--- src/design/lcl_defs.vh ---
// Purpose: shared constants of the LED controller configuration loader
// Assumes: 50 MHz clock, classic Wishbone with 32-bit data
// Notes: definitions only
`ifndef LCL_DEFS_VH
`define LCL_DEFS_VH

// Register byte offsets
`define LCL_REG_CTRL     8'h00
`define LCL_REG_STATUS   8'h04
`define LCL_REG_IRQ_STAT 8'h08
`define LCL_REG_IRQ_CLR  8'h0C
`define LCL_REG_IRQ_EN   8'h10
`define LCL_REG_BEAM_MIN 8'h14
`define LCL_REG_TURN_MIN 8'h18
`define LCL_REG_RD_A     8'h1C
`define LCL_REG_RD_B     8'h20

// Interrupt bit positions
`define LCL_EV_DONE      0
`define LCL_EV_BEAM_SHRT 1
`define LCL_EV_TURN_SHRT 2
`define LCL_EV_BIN       3
`define LCL_EV_NTC       4
`define LCL_EV_W         5

// Reset values of the short-detect thresholds (ADC codes)
`define LCL_BEAM_MIN_RST 8'h80
`define LCL_TURN_MIN_RST 8'h40

// Table layout: {chip, write, addr[6:0], data[7:0]}
`define LCL_TBL_LEN      7'd62
`define LCL_TBL_LAST     6'd61
`define LCL_CHIP_BIT     16
`define LCL_WR_BIT       15
`define LCL_READ_A_CNT   6'd2

// Key device settings
`define LCL_A_BOOST_ADDR 7'h07
`define LCL_A_BOOST_55V  8'hE7
`define LCL_A_ILIM_ADDR  7'h0E
`define LCL_A_ILIM_VAL   8'h0F
`define LCL_B_FSW_BEAM   7'h11
`define LCL_B_FSW_BEAM_V 8'h06
`define LCL_B_FSW_TURN   7'h12
`define LCL_B_FSW_TURN_V 8'h07

// SPI timing: serial clock 1 MHz
`define LCL_CLK_HZ       50000000
`define LCL_SCLK_HZ      1000000
`define LCL_HALF_CYC     (`LCL_CLK_HZ / (2 * `LCL_SCLK_HZ))
`define LCL_FRAME_BITS   5'd16
`define LCL_LAST_BIT     5'd15
`endif

--- src/design/lcl_config_loader.v ---
// Purpose: start-up loader for two LED driver controllers, lamp control
// Assumes: 50 MHz clk, sync active-high rst, classic Wishbone slave
// Notes: string voltages are ADC codes already on this clock
//
// How it works
// - Program both controllers before enabling lamp channels
// - First read status registers of both controllers
// - Lamp function from three power inputs, main-beam
// - Faults from binning, thermistor and string voltages
// - Single LED short via channel voltage threshold
// - Boost 55 V: write E7 to reg 07
// - Second controller 11/12 set buck frequencies
// - Current limit field in reg 0E set 11
//
// The Wishbone register port and the address map are this design's own decisions.
`timescale 1ns/1ns
`include "lcl_defs.vh"
module lcl_config_loader (
  input wire clk,
  input wire rst,
  input wire wb_cyc_i,
  input wire wb_stb_i,
  input wire wb_we_i,
  input wire [7:0] wb_adr_i,
  input wire [3:0] wb_sel_i,
  input wire [31:0] wb_dat_i,
  output reg [31:0] wb_dat_o,
  output reg wb_ack_o,
  input wire pwrBeamIn,
  input wire pwrTurnIn,
  input wire pwrDrlIn,
  input wire mainBeamIn,
  input wire [2:0] binFaultIn,
  input wire [2:0] thermistorHotIn,
  input wire [7:0] beamVolt,
  input wire [7:0] turnVolt,
  input wire spiMiso,
  output wire spiSclk,
  output wire spiMosi,
  output wire spiCsAN,
  output wire spiCsBN,
  output reg beamEnable_r,
  output reg mainBeamChannel_r,
  output reg turnEnable_r,
  output reg drlEnable_r,
  output reg beamFault_r,
  output reg turnFault_r,
  output reg irq_r
);
  localparam [1:0] ST_IDLE = 2'd0;
  localparam [1:0] ST_SEND = 2'd1;
  localparam [1:0] ST_WAIT = 2'd2;
  localparam [1:0] ST_DONE = 2'd3;
  // Configuration sequence: reads first, then writes in table order
  function [16:0] tblEntry;
    input [5:0] idx;
    begin
      case (idx)
        6'd0: tblEntry = {2'b00, 7'h11, 8'h00};
        6'd1: tblEntry = {2'b00, 7'h12, 8'h00};
        6'd2: tblEntry = {2'b10, 7'h03, 8'h00};
        6'd3: tblEntry = {2'b10, 7'h04, 8'h00};
        6'd4: tblEntry = {2'b10, 7'h05, 8'h00};
        6'd5: tblEntry = {2'b01, 7'h01, 8'h01};
        6'd6: tblEntry = {2'b01, 7'h02, 8'h00};
        6'd7: tblEntry = {2'b01, 7'h03, 8'h00};
        6'd8: tblEntry = {2'b01, 7'h04, 8'h25};
        6'd9: tblEntry = {2'b01, 7'h05, 8'h0F};
        6'd10: tblEntry = {2'b01, 7'h06, 8'hFF};
        6'd11: tblEntry = {2'b01, `LCL_A_BOOST_ADDR, `LCL_A_BOOST_55V};
        6'd12: tblEntry = {2'b01, 7'h08, 8'h0C};
        6'd13: tblEntry = {2'b01, 7'h08, 8'h2B};
        6'd14: tblEntry = {2'b01, 7'h09, 8'h41};
        6'd15: tblEntry = {2'b01, 7'h0B, 8'h0E};
        6'd16: tblEntry = {2'b01, 7'h0A, 8'h02};
        6'd17: tblEntry = {2'b01, 7'h0D, 8'h00};
        6'd18: tblEntry = {2'b01, 7'h0C, 8'h00};
        6'd19: tblEntry = {2'b01, `LCL_A_ILIM_ADDR, `LCL_A_ILIM_VAL};
        6'd20: tblEntry = {2'b01, 7'h0F, 8'h0A};
        6'd21: tblEntry = {2'b01, 7'h10, 8'h99};
        6'd22: tblEntry = {2'b01, 7'h13, 8'h3C};
        6'd23: tblEntry = {2'b01, 7'h14, 8'h2F};
        6'd24: tblEntry = {2'b01, 7'h15, 8'h00};
        6'd25: tblEntry = {2'b01, 7'h16, 8'h44};
        6'd26: tblEntry = {2'b01, 7'h17, 8'h3C};
        6'd27: tblEntry = {2'b11, 7'h00, 8'h00};
        6'd28: tblEntry = {2'b11, 7'h01, 8'h00};
        6'd29: tblEntry = {2'b11, 7'h02, 8'h08};
        6'd30: tblEntry = {2'b11, 7'h06, 8'h8A};
        6'd31: tblEntry = {2'b11, 7'h07, 8'h00};
        6'd32: tblEntry = {2'b11, 7'h09, 8'h07};
        6'd33: tblEntry = {2'b11, 7'h08, 8'h00};
        6'd34: tblEntry = {2'b11, 7'h09, 8'h82};
        6'd35: tblEntry = {2'b11, 7'h08, 8'h00};
        6'd36: tblEntry = {2'b11, 7'h20, 8'h03};
        6'd37: tblEntry = {2'b11, 7'h21, 8'h6A};
        6'd38: tblEntry = {2'b11, 7'h0B, 8'h0E};
        6'd39: tblEntry = {2'b11, 7'h0A, 8'h02};
        6'd40: tblEntry = {2'b11, 7'h0B, 8'h41};
        6'd41: tblEntry = {2'b11, 7'h0A, 8'h00};
        6'd42: tblEntry = {2'b11, 7'h0C, 8'h07};
        6'd43: tblEntry = {2'b11, 7'h0E, 8'h00};
        6'd44: tblEntry = {2'b11, 7'h0D, 8'h40};
        6'd45: tblEntry = {2'b11, 7'h10, 8'h00};
        6'd46: tblEntry = {2'b11, 7'h0F, 8'h40};
        6'd47: tblEntry = {2'b11, `LCL_B_FSW_BEAM, `LCL_B_FSW_BEAM_V};
        6'd48: tblEntry = {2'b11, `LCL_B_FSW_TURN, `LCL_B_FSW_TURN_V};
        6'd49: tblEntry = {2'b11, 7'h1E, 8'h00};
        6'd50: tblEntry = {2'b11, 7'h1F, 8'h00};
        6'd51: tblEntry = {2'b11, 7'h22, 8'h00};
        6'd52: tblEntry = {2'b11, 7'h23, 8'h10};
        6'd53: tblEntry = {2'b11, 7'h24, 8'h00};
        6'd54: tblEntry = {2'b11, 7'h25, 8'h10};
        6'd55: tblEntry = {2'b11, 7'h26, 8'h00};
        6'd56: tblEntry = {2'b11, 7'h27, 8'h00};
        6'd57: tblEntry = {2'b11, 7'h28, 8'h00};
        6'd58: tblEntry = {2'b11, 7'h29, 8'h00};
        6'd59: tblEntry = {2'b11, 7'h2A, 8'h07};
        6'd60: tblEntry = {2'b11, 7'h2B, 8'h07};
        6'd61: tblEntry = {2'b11, 7'h2C, 8'h80};
        default: tblEntry = 17'h00000;
      endcase
    end
  endfunction
  // Two-stage synchronisers for all pin inputs
  reg [9:0] pinMeta_r;
  reg [9:0] pinSync_r;
  reg misoMeta_r;
  reg misoSync_r;
  wire pwrBeam = pinSync_r[0];
  wire pwrTurn = pinSync_r[1];
  wire pwrDrl = pinSync_r[2];
  wire mainBeam = pinSync_r[3];
  wire [2:0] binFault = pinSync_r[6:4];
  wire [2:0] thermHot = pinSync_r[9:7];
  always @(posedge clk) begin
    if (rst) begin
      pinMeta_r <= 10'h000;
      pinSync_r <= 10'h000;
      misoMeta_r <= 1'b0;
      misoSync_r <= 1'b0;
    end else begin
      pinMeta_r <= {thermistorHotIn, binFaultIn, mainBeamIn, pwrDrlIn,
                    pwrTurnIn, pwrBeamIn};
      pinSync_r <= pinMeta_r;
      misoMeta_r <= spiMiso;
      misoSync_r <= misoMeta_r;
    end
  end
  // Sequencer
  reg [1:0] state_r;
  reg [5:0] idx_r;
  reg spiStart_r;
  reg configured_r;
  reg [15:0] rdA_r;
  reg [23:0] rdB_r;
  wire spiDone;
  wire [7:0] spiRx;
  wire [16:0] entry = tblEntry(idx_r);
  reg startReq_r;
  lcl_spi_master uSpi (
    .clk(clk),
    .rst(rst),
    .start(spiStart_r),
    .chipSel(entry[`LCL_CHIP_BIT]),
    .frame(entry[15:0]),
    .misoSync(misoSync_r),
    .done_r(spiDone),
    .rxByte_r(spiRx),
    .sclk_r(spiSclk),
    .mosi_r(spiMosi),
    .csAN_r(spiCsAN),
    .csBN_r(spiCsBN)
  );
  always @(posedge clk) begin
    spiStart_r <= 1'b0;
    if (rst) begin
      state_r <= ST_IDLE;
      idx_r <= 6'd0;
      configured_r <= 1'b0;
      rdA_r <= 16'h0000;
      rdB_r <= 24'h000000;
    end else begin
      case (state_r)
        ST_IDLE: begin
          idx_r <= 6'd0;
          configured_r <= 1'b0;
          state_r <= ST_SEND;
        end
        ST_SEND: begin
          spiStart_r <= 1'b1;
          state_r <= ST_WAIT;
        end
        ST_WAIT: begin
          if (spiDone) begin
            if (!entry[`LCL_WR_BIT]) begin
              if (idx_r < `LCL_READ_A_CNT)
                rdA_r <= {rdA_r[7:0], spiRx};
              else
                rdB_r <= {rdB_r[15:0], spiRx};
            end
            if (idx_r == `LCL_TBL_LAST) begin
              state_r <= ST_DONE;
              configured_r <= 1'b1;
            end else begin
              idx_r <= idx_r + 6'd1;
              state_r <= ST_SEND;
            end
          end
        end
        ST_DONE: begin
          if (startReq_r)
            state_r <= ST_IDLE;
        end
        default: state_r <= ST_IDLE;
      endcase
    end
  end
  wire doneEvent = (state_r == ST_WAIT) && spiDone &&
                   (idx_r == `LCL_TBL_LAST);
  // Lamp function and fault detection
  reg [7:0] beamMin_r;
  reg [7:0] turnMin_r;
  wire beamShort = beamEnable_r && (beamVolt < beamMin_r);
  wire turnShort = turnEnable_r && (turnVolt < turnMin_r);
  wire anyBin = |binFault;
  wire anyHot = |thermHot;
  always @(posedge clk) begin
    if (rst) begin
      beamEnable_r <= 1'b0;
      mainBeamChannel_r <= 1'b0;
      turnEnable_r <= 1'b0;
      drlEnable_r <= 1'b0;
      beamFault_r <= 1'b0;
      turnFault_r <= 1'b0;
    end else begin
      // Faulted beam and turn channels latch off until the next reconfiguration
      if (!configured_r) begin
        beamFault_r <= 1'b0;
        turnFault_r <= 1'b0;
      end else begin
        if (beamShort || binFault[0]) beamFault_r <= 1'b1;
        if (turnShort || binFault[1]) turnFault_r <= 1'b1;
      end
      beamEnable_r <= configured_r && pwrBeam && !beamFault_r;
      mainBeamChannel_r <= configured_r && pwrBeam && mainBeam &&
                           !beamFault_r;
      turnEnable_r <= configured_r && pwrTurn && !turnFault_r;
      // Daytime light yields to the turn signal on the same side
      drlEnable_r <= configured_r && pwrDrl && !pwrTurn &&
                     !binFault[2] && !thermHot[2];
    end
  end
  // Wishbone slave, interrupts
  reg [`LCL_EV_W-1:0] irqStat_r;
  reg [`LCL_EV_W-1:0] irqEn_r;
  wire wbReq = wb_cyc_i && wb_stb_i && !wb_ack_o;
  wire wbWr = wbReq && wb_we_i && wb_sel_i[0];
  wire [`LCL_EV_W-1:0] evNow = {anyHot, anyBin, turnShort, beamShort,
                                doneEvent};
  wire [`LCL_EV_W-1:0] clrMask = (wbWr && wb_adr_i == `LCL_REG_IRQ_CLR) ?
                                 wb_dat_i[`LCL_EV_W-1:0] : 5'h00;
  always @(posedge clk) begin
    if (rst) begin
      wb_ack_o <= 1'b0;
      wb_dat_o <= 32'h00000000;
      irqStat_r <= 5'h00;
      irqEn_r <= 5'h00;
      beamMin_r <= `LCL_BEAM_MIN_RST;
      turnMin_r <= `LCL_TURN_MIN_RST;
      startReq_r <= 1'b0;
      irq_r <= 1'b0;
    end else begin
      wb_ack_o <= wbReq;
      startReq_r <= wbWr && (wb_adr_i == `LCL_REG_CTRL) && wb_dat_i[0];
      // Set wins over a clear in the same cycle
      irqStat_r <= (irqStat_r & ~clrMask) | evNow;
      irq_r <= |(irqStat_r & irqEn_r);
      if (wbWr && wb_adr_i == `LCL_REG_IRQ_EN)
        irqEn_r <= wb_dat_i[`LCL_EV_W-1:0];
      if (wbWr && wb_adr_i == `LCL_REG_BEAM_MIN)
        beamMin_r <= wb_dat_i[7:0];
      if (wbWr && wb_adr_i == `LCL_REG_TURN_MIN)
        turnMin_r <= wb_dat_i[7:0];
      case (wb_adr_i)
        `LCL_REG_STATUS: wb_dat_o <= {16'h0000, pinSync_r[3:0],
          drlEnable_r, turnEnable_r, mainBeamChannel_r, beamEnable_r,
          turnFault_r, beamFault_r, idx_r};
        `LCL_REG_IRQ_STAT: wb_dat_o <= {27'h0000000, irqStat_r};
        `LCL_REG_IRQ_EN: wb_dat_o <= {27'h0000000, irqEn_r};
        `LCL_REG_BEAM_MIN: wb_dat_o <= {24'h000000, beamMin_r};
        `LCL_REG_TURN_MIN: wb_dat_o <= {24'h000000, turnMin_r};
        `LCL_REG_RD_A: wb_dat_o <= {16'h0000, rdA_r};
        `LCL_REG_RD_B: wb_dat_o <= {8'h00, rdB_r};
        default: wb_dat_o <= 32'h00000000;
      endcase
    end
  end
endmodule // lcl_config_loader

--- src/design/lcl_spi_master.v ---
// Purpose: one 16-bit SPI frame, mode 0, MSB first, two chip selects
// Assumes: miso already synchronised by the caller
// Notes: read data is the low byte of the frame shifted in
`timescale 1ns/1ns
`include "lcl_defs.vh"
module lcl_spi_master (
  input wire clk,
  input wire rst,
  input wire start,
  input wire chipSel,
  input wire [15:0] frame,
  input wire misoSync,
  output reg done_r,
  output reg [7:0] rxByte_r,
  output reg sclk_r,
  output reg mosi_r,
  output reg csAN_r,
  output reg csBN_r
);
  // Divider fits in eight bits; cut the 32-bit quotient on purpose
  localparam [31:0] HALF_W = `LCL_HALF_CYC;
  localparam [7:0] HALF = HALF_W[7:0];
  reg busy_r;
  reg [7:0] divCnt_r;
  reg [4:0] bitCnt_r;
  reg [15:0] shift_r;

  always @(posedge clk) begin
    done_r <= 1'b0;
    if (rst) begin
      busy_r <= 1'b0;
      divCnt_r <= 8'h00;
      bitCnt_r <= 5'h00;
      shift_r <= 16'h0000;
      rxByte_r <= 8'h00;
      sclk_r <= 1'b0;
      mosi_r <= 1'b0;
      csAN_r <= 1'b1;
      csBN_r <= 1'b1;
    end else if (!busy_r) begin
      if (start) begin
        busy_r <= 1'b1;
        divCnt_r <= 8'h00;
        bitCnt_r <= 5'h00;
        shift_r <= frame;
        mosi_r <= frame[15];
        csAN_r <= chipSel;
        csBN_r <= ~chipSel;
      end
    end else if (divCnt_r != HALF - 8'h01) begin
      divCnt_r <= divCnt_r + 8'h01;
    end else begin
      divCnt_r <= 8'h00;
      if (!sclk_r) begin
        sclk_r <= 1'b1;
        rxByte_r <= {rxByte_r[6:0], misoSync};
      end else begin
        sclk_r <= 1'b0;
        if (bitCnt_r == `LCL_LAST_BIT) begin
          busy_r <= 1'b0;
          csAN_r <= 1'b1;
          csBN_r <= 1'b1;
          done_r <= 1'b1;
        end else begin
          bitCnt_r <= bitCnt_r + 5'h01;
          shift_r <= {shift_r[14:0], 1'b0};
          mosi_r <= shift_r[14];
        end
      end
    end
  end
endmodule // lcl_spi_master

--- config.mk ---
export PLATFORM = sky130hd
export DESIGN_NAME = lcl_config_loader
export DESIGN_NICKNAME = d
export VERILOG_FILES = /design/src/design/lcl_config_loader.v /design/src/design/lcl_spi_master.v
export VERILOG_INCLUDE_DIRS = /design/src /design/src/design
export SDC_FILE = /design/constraint.sdc
export NUM_CORES = 1
export LEC_CHECK = 0
export ABC_AREA = 1
export BUFFER_PORTS_ARGS = -buffer_cell sky130_fd_sc_hd__buf_4
export CORE_ASPECT_RATIO = 1.5
export CORE_MARGIN = 1
export CORE_UTILIZATION = 47
export CTS_CLUSTER_DIAMETER = 50
export DETAILED_ROUTE_END_ITERATION = 6
export GPL_ROUTABILITY_DRIVEN = 0
export GPL_TIMING_DRIVEN = 0
export PLACE_DENSITY = 0.67
export SLEW_MARGIN = 10
export SYNTH_ARGS = -nofsm -noshare
export SYNTH_HDL_FRONTEND = slang
export SYNTH_SLANG_ARGS = --single-unit
--- constraint.sdc ---
create_clock -name clk -period 4.52 [get_ports clk]
set_input_delay 0.678 -clock clk [delete_from_list [all_inputs] [get_ports clk]]
set_output_delay 0.678 -clock clk [all_outputs]
set_load 0.02 [all_outputs]
After elaboration in Yosys (flattened, before gate mapping) --
Memory sizes are Yosys's and may differ from the RTL's. A register that Yosys moved wholly into a read port is not among the register bits. Index checks and enable logic that the tools add are counted. W data, S select, Z words.
Cells by class: $add $sub $neg 3, magnitude comparators 3, equal/unequal tests 22, mux-type cells 47, bitwise logic cells 11, reductions and logical operators 50
Operators by type and width (count):
- $pmux W24 S7 | 1
- $mux W15 | 5
- $eq A8 B5 Y1 const B | 4
- $mux W5 | 6
- $logic_and A1 B1 Y1 | 24
- $mux W6 | 4
- $mux W8 | 3
- $mux W1 | 22
- $eq A8 B4 Y1 const B | 2
- $lt A8 B8 Y1 | 2
- $reduce_and A4 Y1 | 4
- $ne A2 B2 Y1 const B | 6
- $pmux W6 S2 | 1
- $and A5 B5 Y5 | 2
- $reduce_and A3 Y1 | 3
- $add A8 B1 Y8 const B | 1
- $eq A8 B3 Y1 const B | 1
- $eq A8 B6 Y1 const B | 1
- $logic_not A8 Y1 | 1
- $ne A8 B5 Y1 const B | 1
- $pmux W2 S4 | 1
- $not A1 Y1 | 7
- $add A6 B1 Y6 const B | 1
- $eq A6 B6 Y1 const B | 1
- 19 further kinds | 32
Storage, ports and cells: bits in registers 181, bits in read-only memories 1024, bits of input ports 76, output and inout port bits 44, logic and storage cells 171, memories 1
Memory list:
- (name not given) | depth 64, bits a word 16, rd ports 1, clocked after Yosys merged registers in 1, write ports 0, RTL line lcl_config_loader.v:58 | case (idx)

Depth between registers and ports, before layout --
depth in word-level cells 9, mapped depth 20, mapped depth without buffers 20

Hierarchy --
From an unflattened synthesis, not the netlist that was laid out.
Second synthesis, totals: cells, all modules 1235, area, all modules 8899.8 sq um
Modules (own cells, without submodules):
- lcl_config_loader | instances 1, cells each 932, area each 6782.8 sq um, sequential area each 2942.8 sq um
- lcl_spi_master | instances 1, cells each 303, area each 2117.0 sq um, sequential area each 840.8 sq um

Worst setup path before layout --
No wires, ideal clock.
path type input-to-reg, start input port rst, end register entry[0] (netlist name), library setup time 112 ps, arrival 2510 ps, data required time 4408 ps, setup slack 1898 ps, stages on the path 12, buffers on the path 2, cell sequence buf_2 clkinv_1 clkbuf_1 nand2_1 inv_1 ha_1 inv_1 nand4_1 nand2_1 nand3_1 nand3_1 nand2_1
Between the ends: cells in the longest elaborated chain, start to end 1
RTL lines:
- from (decl) | RTL line lcl_config_loader.v:20 | input wire rst,
- $mux W6 (no line)
No other way between the ends. A chain may end at the register's enable or synchronous reset.

Worst setup path in the final report --
start register idx_r[0], end register entry[8] (netlist name)
Between the ends: cells in the longest elaborated chain, start to end 6, elaborated cells between the ends (all ways) 9, classes of those cells add/sub: 1; eq/ne: 2; mux: 5; reduce/logical: 1
RTL lines:
- from (decl) | RTL line lcl_config_loader.v:152 | reg [5:0] idx_r;
- from (signal assigned) | RTL line lcl_config_loader.v:206 | idx_r <= idx_r + 6'd1;
- $add A6 B1 Y6 | RTL line lcl_config_loader.v:206
- $mux W6 | RTL line lcl_config_loader.v:202 | if (idx_r == `LCL_TBL_LAST) begin
- $mux W6 | RTL line lcl_config_loader.v:195 | if (spiDone) begin
- $pmux W6 S2 | RTL line lcl_config_loader.v:184 | case (state_r)
- $mux W6 (no line) * (2 in series)
Every way passes the cells marked *; elsewhere a longest branch is shown, timed or not. The select of a mux whose other input is x is not followed.

==> flow_metrics.py <==
metrics = {
    "timing": {
        "period_share_pct": 69.39,
        "worst_slew_pin_slew_ns": 0.7824,
        "grt_setup_unrepaired": "false",
        "fin_crit_ns": 3.136,
        "final.setup.tns_ns": 0,
        "hold_ws_ns": 0.4043,
        "setup_slack_ns": 1.384,
        "relSlewSlack_pct": 47.84,
        "timing.fmax_ghz": 0.3188,
        "finClkSkew_ns": 0.007549,
        "hold_viol": 0,
        "finalSetupViolations": 0,
        "maxSlewViolCount": 0,
    },
    "power": {
        "intPower_mw": 2.675,
        "irDropWorstVdd_v": 0.0002003,
        "fin_total_pwr_mw": 3.825,
        "power_density_nw_per_um2": 375.0,
        "power_frac_comb_pct": 15.2,
        "swShare_pct": 30.06,
        "p_switching_mw": 1.150,
        "p_seq_share_pct": 46.9,
        "p_clk_share_pct": 37.8,
        "p_leak_nw": 4.581,
    },
    "logic_synthesis": {
        "synth-edff-count": 0,
        "syn_area_per_cell_um2": 7.321,
        "synth-async-reset-ratio_pct": 0,
        "syn_area_um2": 8705,
        "synth.top_cell.area_share_pct": 43.47,
        "ys_ff_latch": 189,
        "ys_seq_area_share_pct": 43.47,
        "ys_types": 43,
        "yosysTopAreaCell": "dfxtp_1",
        "synthCells": 1189,
        "synthTopCellsByArea": "dfxtp_1, nand2_1, inv_1",
        "yosysWarnings": 0,
        "synth_flop_cell": "dfxtp_1",
    },
    "detailed_routing": {
        "drt_first_pass_iters": 7,
        "dr_total_vias": 8281,
        "drtAntennaViolNets": 0,
        "initialDrtViolationCount": 634,
        "viasPerCell": 5.420,
        "routed_wl_um": 24680,
        "wl_per_cell_um": 16.15,
        "drc": 0,
    },
    "grt": {
        "grt_pass1_wl_um": 39760,
        "grt.met1_usage_pct": 28.90,
        "met2_usage_pct": 48.36,
        "grt_max_degree": 20,
        "antenna_found_initial": 0,
        "use_met3_pct": 4.117,
        "track_usage_pct": 26.83,
        "top_usage_layer": "met2",
        "gr-total-overflow": 0,
        "grt_pass1_vias": 8026,
    },
    "min_path": {
        "hold_end": "pinSync_r[9]",
        "worstHoldStart": "pinMeta_r[9]",
        "whs_path_depth": 2,
        "hold_path.class": "reg -> reg",
    },
    "worst_setup_path": {
        "arrival_ns": 3.46,
        "crit_path_max_fanout": 9,
        "crit_path_start_kind": "register",
        "reg2reg_depth": 16,
        "rrSetupSlack_ns": 1.38,
        "cp.required_ns": 4.84,
        "path_class": "reg -> reg",
        "reg2reg_from": "idx_r[0]",
        "crit_path_end_kind": "register",
        "reg2reg_to": "entry[8]",
    },
    "clock_tree": {
        "cts_tree": "built",
        "cts_hold_buffers": 0,
        "clk_latency_ns": 0.44,
        "cts_max_path_buffers": 2,
        "numClockSinks": 189,
        "clk_pin_slew_ns": 0.07,
        "post_cts.repair.setup_buffers": 0,
        "cts_buffers": 17,
        "cts_resized": 0,
        "cts_root_buf": "clkbuf_16",
        "cts_max_level": 4,
    },
    "cells_and_area": {
        "multiInputGateArea_um2": 4011,
        "final_cell_mix": "nand2_1, dfxtp_1, inv_1, a21oi_1, o21ai_0",
        "area_growth_pct": 17.19,
        "drive_gt1_share_pct": 12.74,
        "fill_cells": 1764,
        "final_cells": 1528,
        "final_common_cell": "nand2_1",
        "nets": 1401,
        "antennaDiodeCount": 0,
        "regArea_um2": 3784,
    },
    "place": {
        "hpwl_um": 18810,
        "place_inst": 1496,
        "post-place-ws_ns": 1.303,
        "portBuffers": 83,
    },
    "floorplanning": {
        "num_rows": 60,
        "io_pins": 120,
        "die-area_um2": 19080,
        "die_h_um": 168.7,
        "start_util_pct": 48.31,
        "core-area_um2": 18020,
        "fp.dieW_um": 113.1,
    },
    "outcome": {
        "outcome": "completed",
    },
    "flow_run": {
        "maxCapViolations": 0,
    },
}
-- power by group through the flow --
stage	registers [mW]	logic, mW	clock network (mW)
6_report	1.79	0.583	1.45
5_1_grt	1.80	0.647	1.53
4_1_cts	1.79	0.574	1.46
3_5_place_dp	1.83	0.571	0
3_3_place_gp	1.83	0.566	0
2_1_floorplan	1.82	0.394	0
-- worst max-delay path by stage --
stage                        start  endpoint  slack (ns)  cells after the start
final                     idx_r[0]  entry[8]        1.38                     16
after global routing      idx_r[1]  entry[0]        1.12                     17
after CTS                 idx_r[1]  entry[0]        1.47                     17
after detailed placement       rst  entry[0]        1.30                     12
after global placement         rst  entry[0]        1.29                     12
after floorplan                rst  entry[0]        1.90                     12
-- worst max-delay path, stage by stage (launching register included) --
cell	delay, ns
dfxtp_1	0.49
ha_1	0.20
inv_1	0.04
nor2_1	0.15
nand3_2	0.11
nand2_2	0.15
nand2_1	0.07
nand2_1	0.16
nand2_1	0.27
ha_1	0.31
clkbuf_1	0.25
nor2_1	0.32
nor2_1	0.08
nor2_1	0.13
nor2_1	0.07
nor2_1	0.16
nor2_1	0.07
-- state kept, by name (all words and copies together) (netlist names), 6 cells and up --
signal	cells
beamMin_r	8
entry	16
idx_r	6
pinMeta_r	10
pinSync_r	10
rdA_r	16
rdB_r	24
turnMin_r	8
uSpi.divCnt_r	8
uSpi.rxByte_r	8
uSpi.shift_r	15
wb_dat_o	24
-- cell families (layout without fill, tap and decap cells) --
| group | Yosys count | after routing | share of synthesized area (%) |
|---|---|---|---|
| AND/OR/NAND/NOR | 469 | 469 | 23.88 |
| XOR/XNOR | 2 | 2 | 0.2013 |
| other | 1 | 8 | 0.04308 |
| buffers and inverters | 228 | 343 | 10.75 |
| adder cells (fa/ha/maj) | 27 | 27 | 3.881 |
| flip-flops | 189 | 189 | 43.47 |
| AO/OA/AOI/OAI | 273 | 273 | 17.78 |
-- metal layers --
layer | up-vias | part of all wire, %
met5 | - | 0
met4 | 0 | 6.4
met3 | 102 | 5.0
met2 | 319 | 50
met1 | 3763 | 38
li1 | 4097 | -
-- synthesized netlist by cell type, types with 5 or more instances --
| cell type | number |
|---|---|
| nand2_1 | 233 |
| dfxtp_1 | 189 |
| inv_1 | 161 |
| a21oi_1 | 106 |
| o21ai_0 | 105 |
| nor2_1 | 92 |
| nand3_1 | 79 |
| clkbuf_1 | 31 |
| ha_1 | 27 |
| nor3_1 | 24 |
| o211a_1 | 15 |
| nand4_1 | 13 |
| buf_4 | 12 |
| o22ai_1 | 11 |
| buf_2 | 10 |
| o21ai_1 | 9 |
| nand2_2 | 6 |
| o211ai_1 | 6 |
| a221oi_1 | 5 |
| inv_2 | 5 |
| nor2_2 | 5 |
-- layout make-up --
| class | count | area share [%] |
|---|---|---|
| multi-input cells | 779 | 39.32 |
| well taps | 217 | 2.662 |
| inverters | 170 | 6.255 |
| repair buffers | 83 | 6.108 |
| plain buffers | 58 | 2.919 |
| clock inverters | 15 | 1.472 |
| flip-flops and latches | 189 | 37.09 |
| clock buffers | 17 | 4.170 |
-- stage by stage --
step                      util (%)  area [um^2]
after global placement       53.42         9625
final                        56.62        10200
after global routing         56.62        10200
after CTS                    56.62        10200
after floorplan                  -         8731
after detailed placement     53.42         9625
No activity file was read; power rests on OpenSTA's default activity.
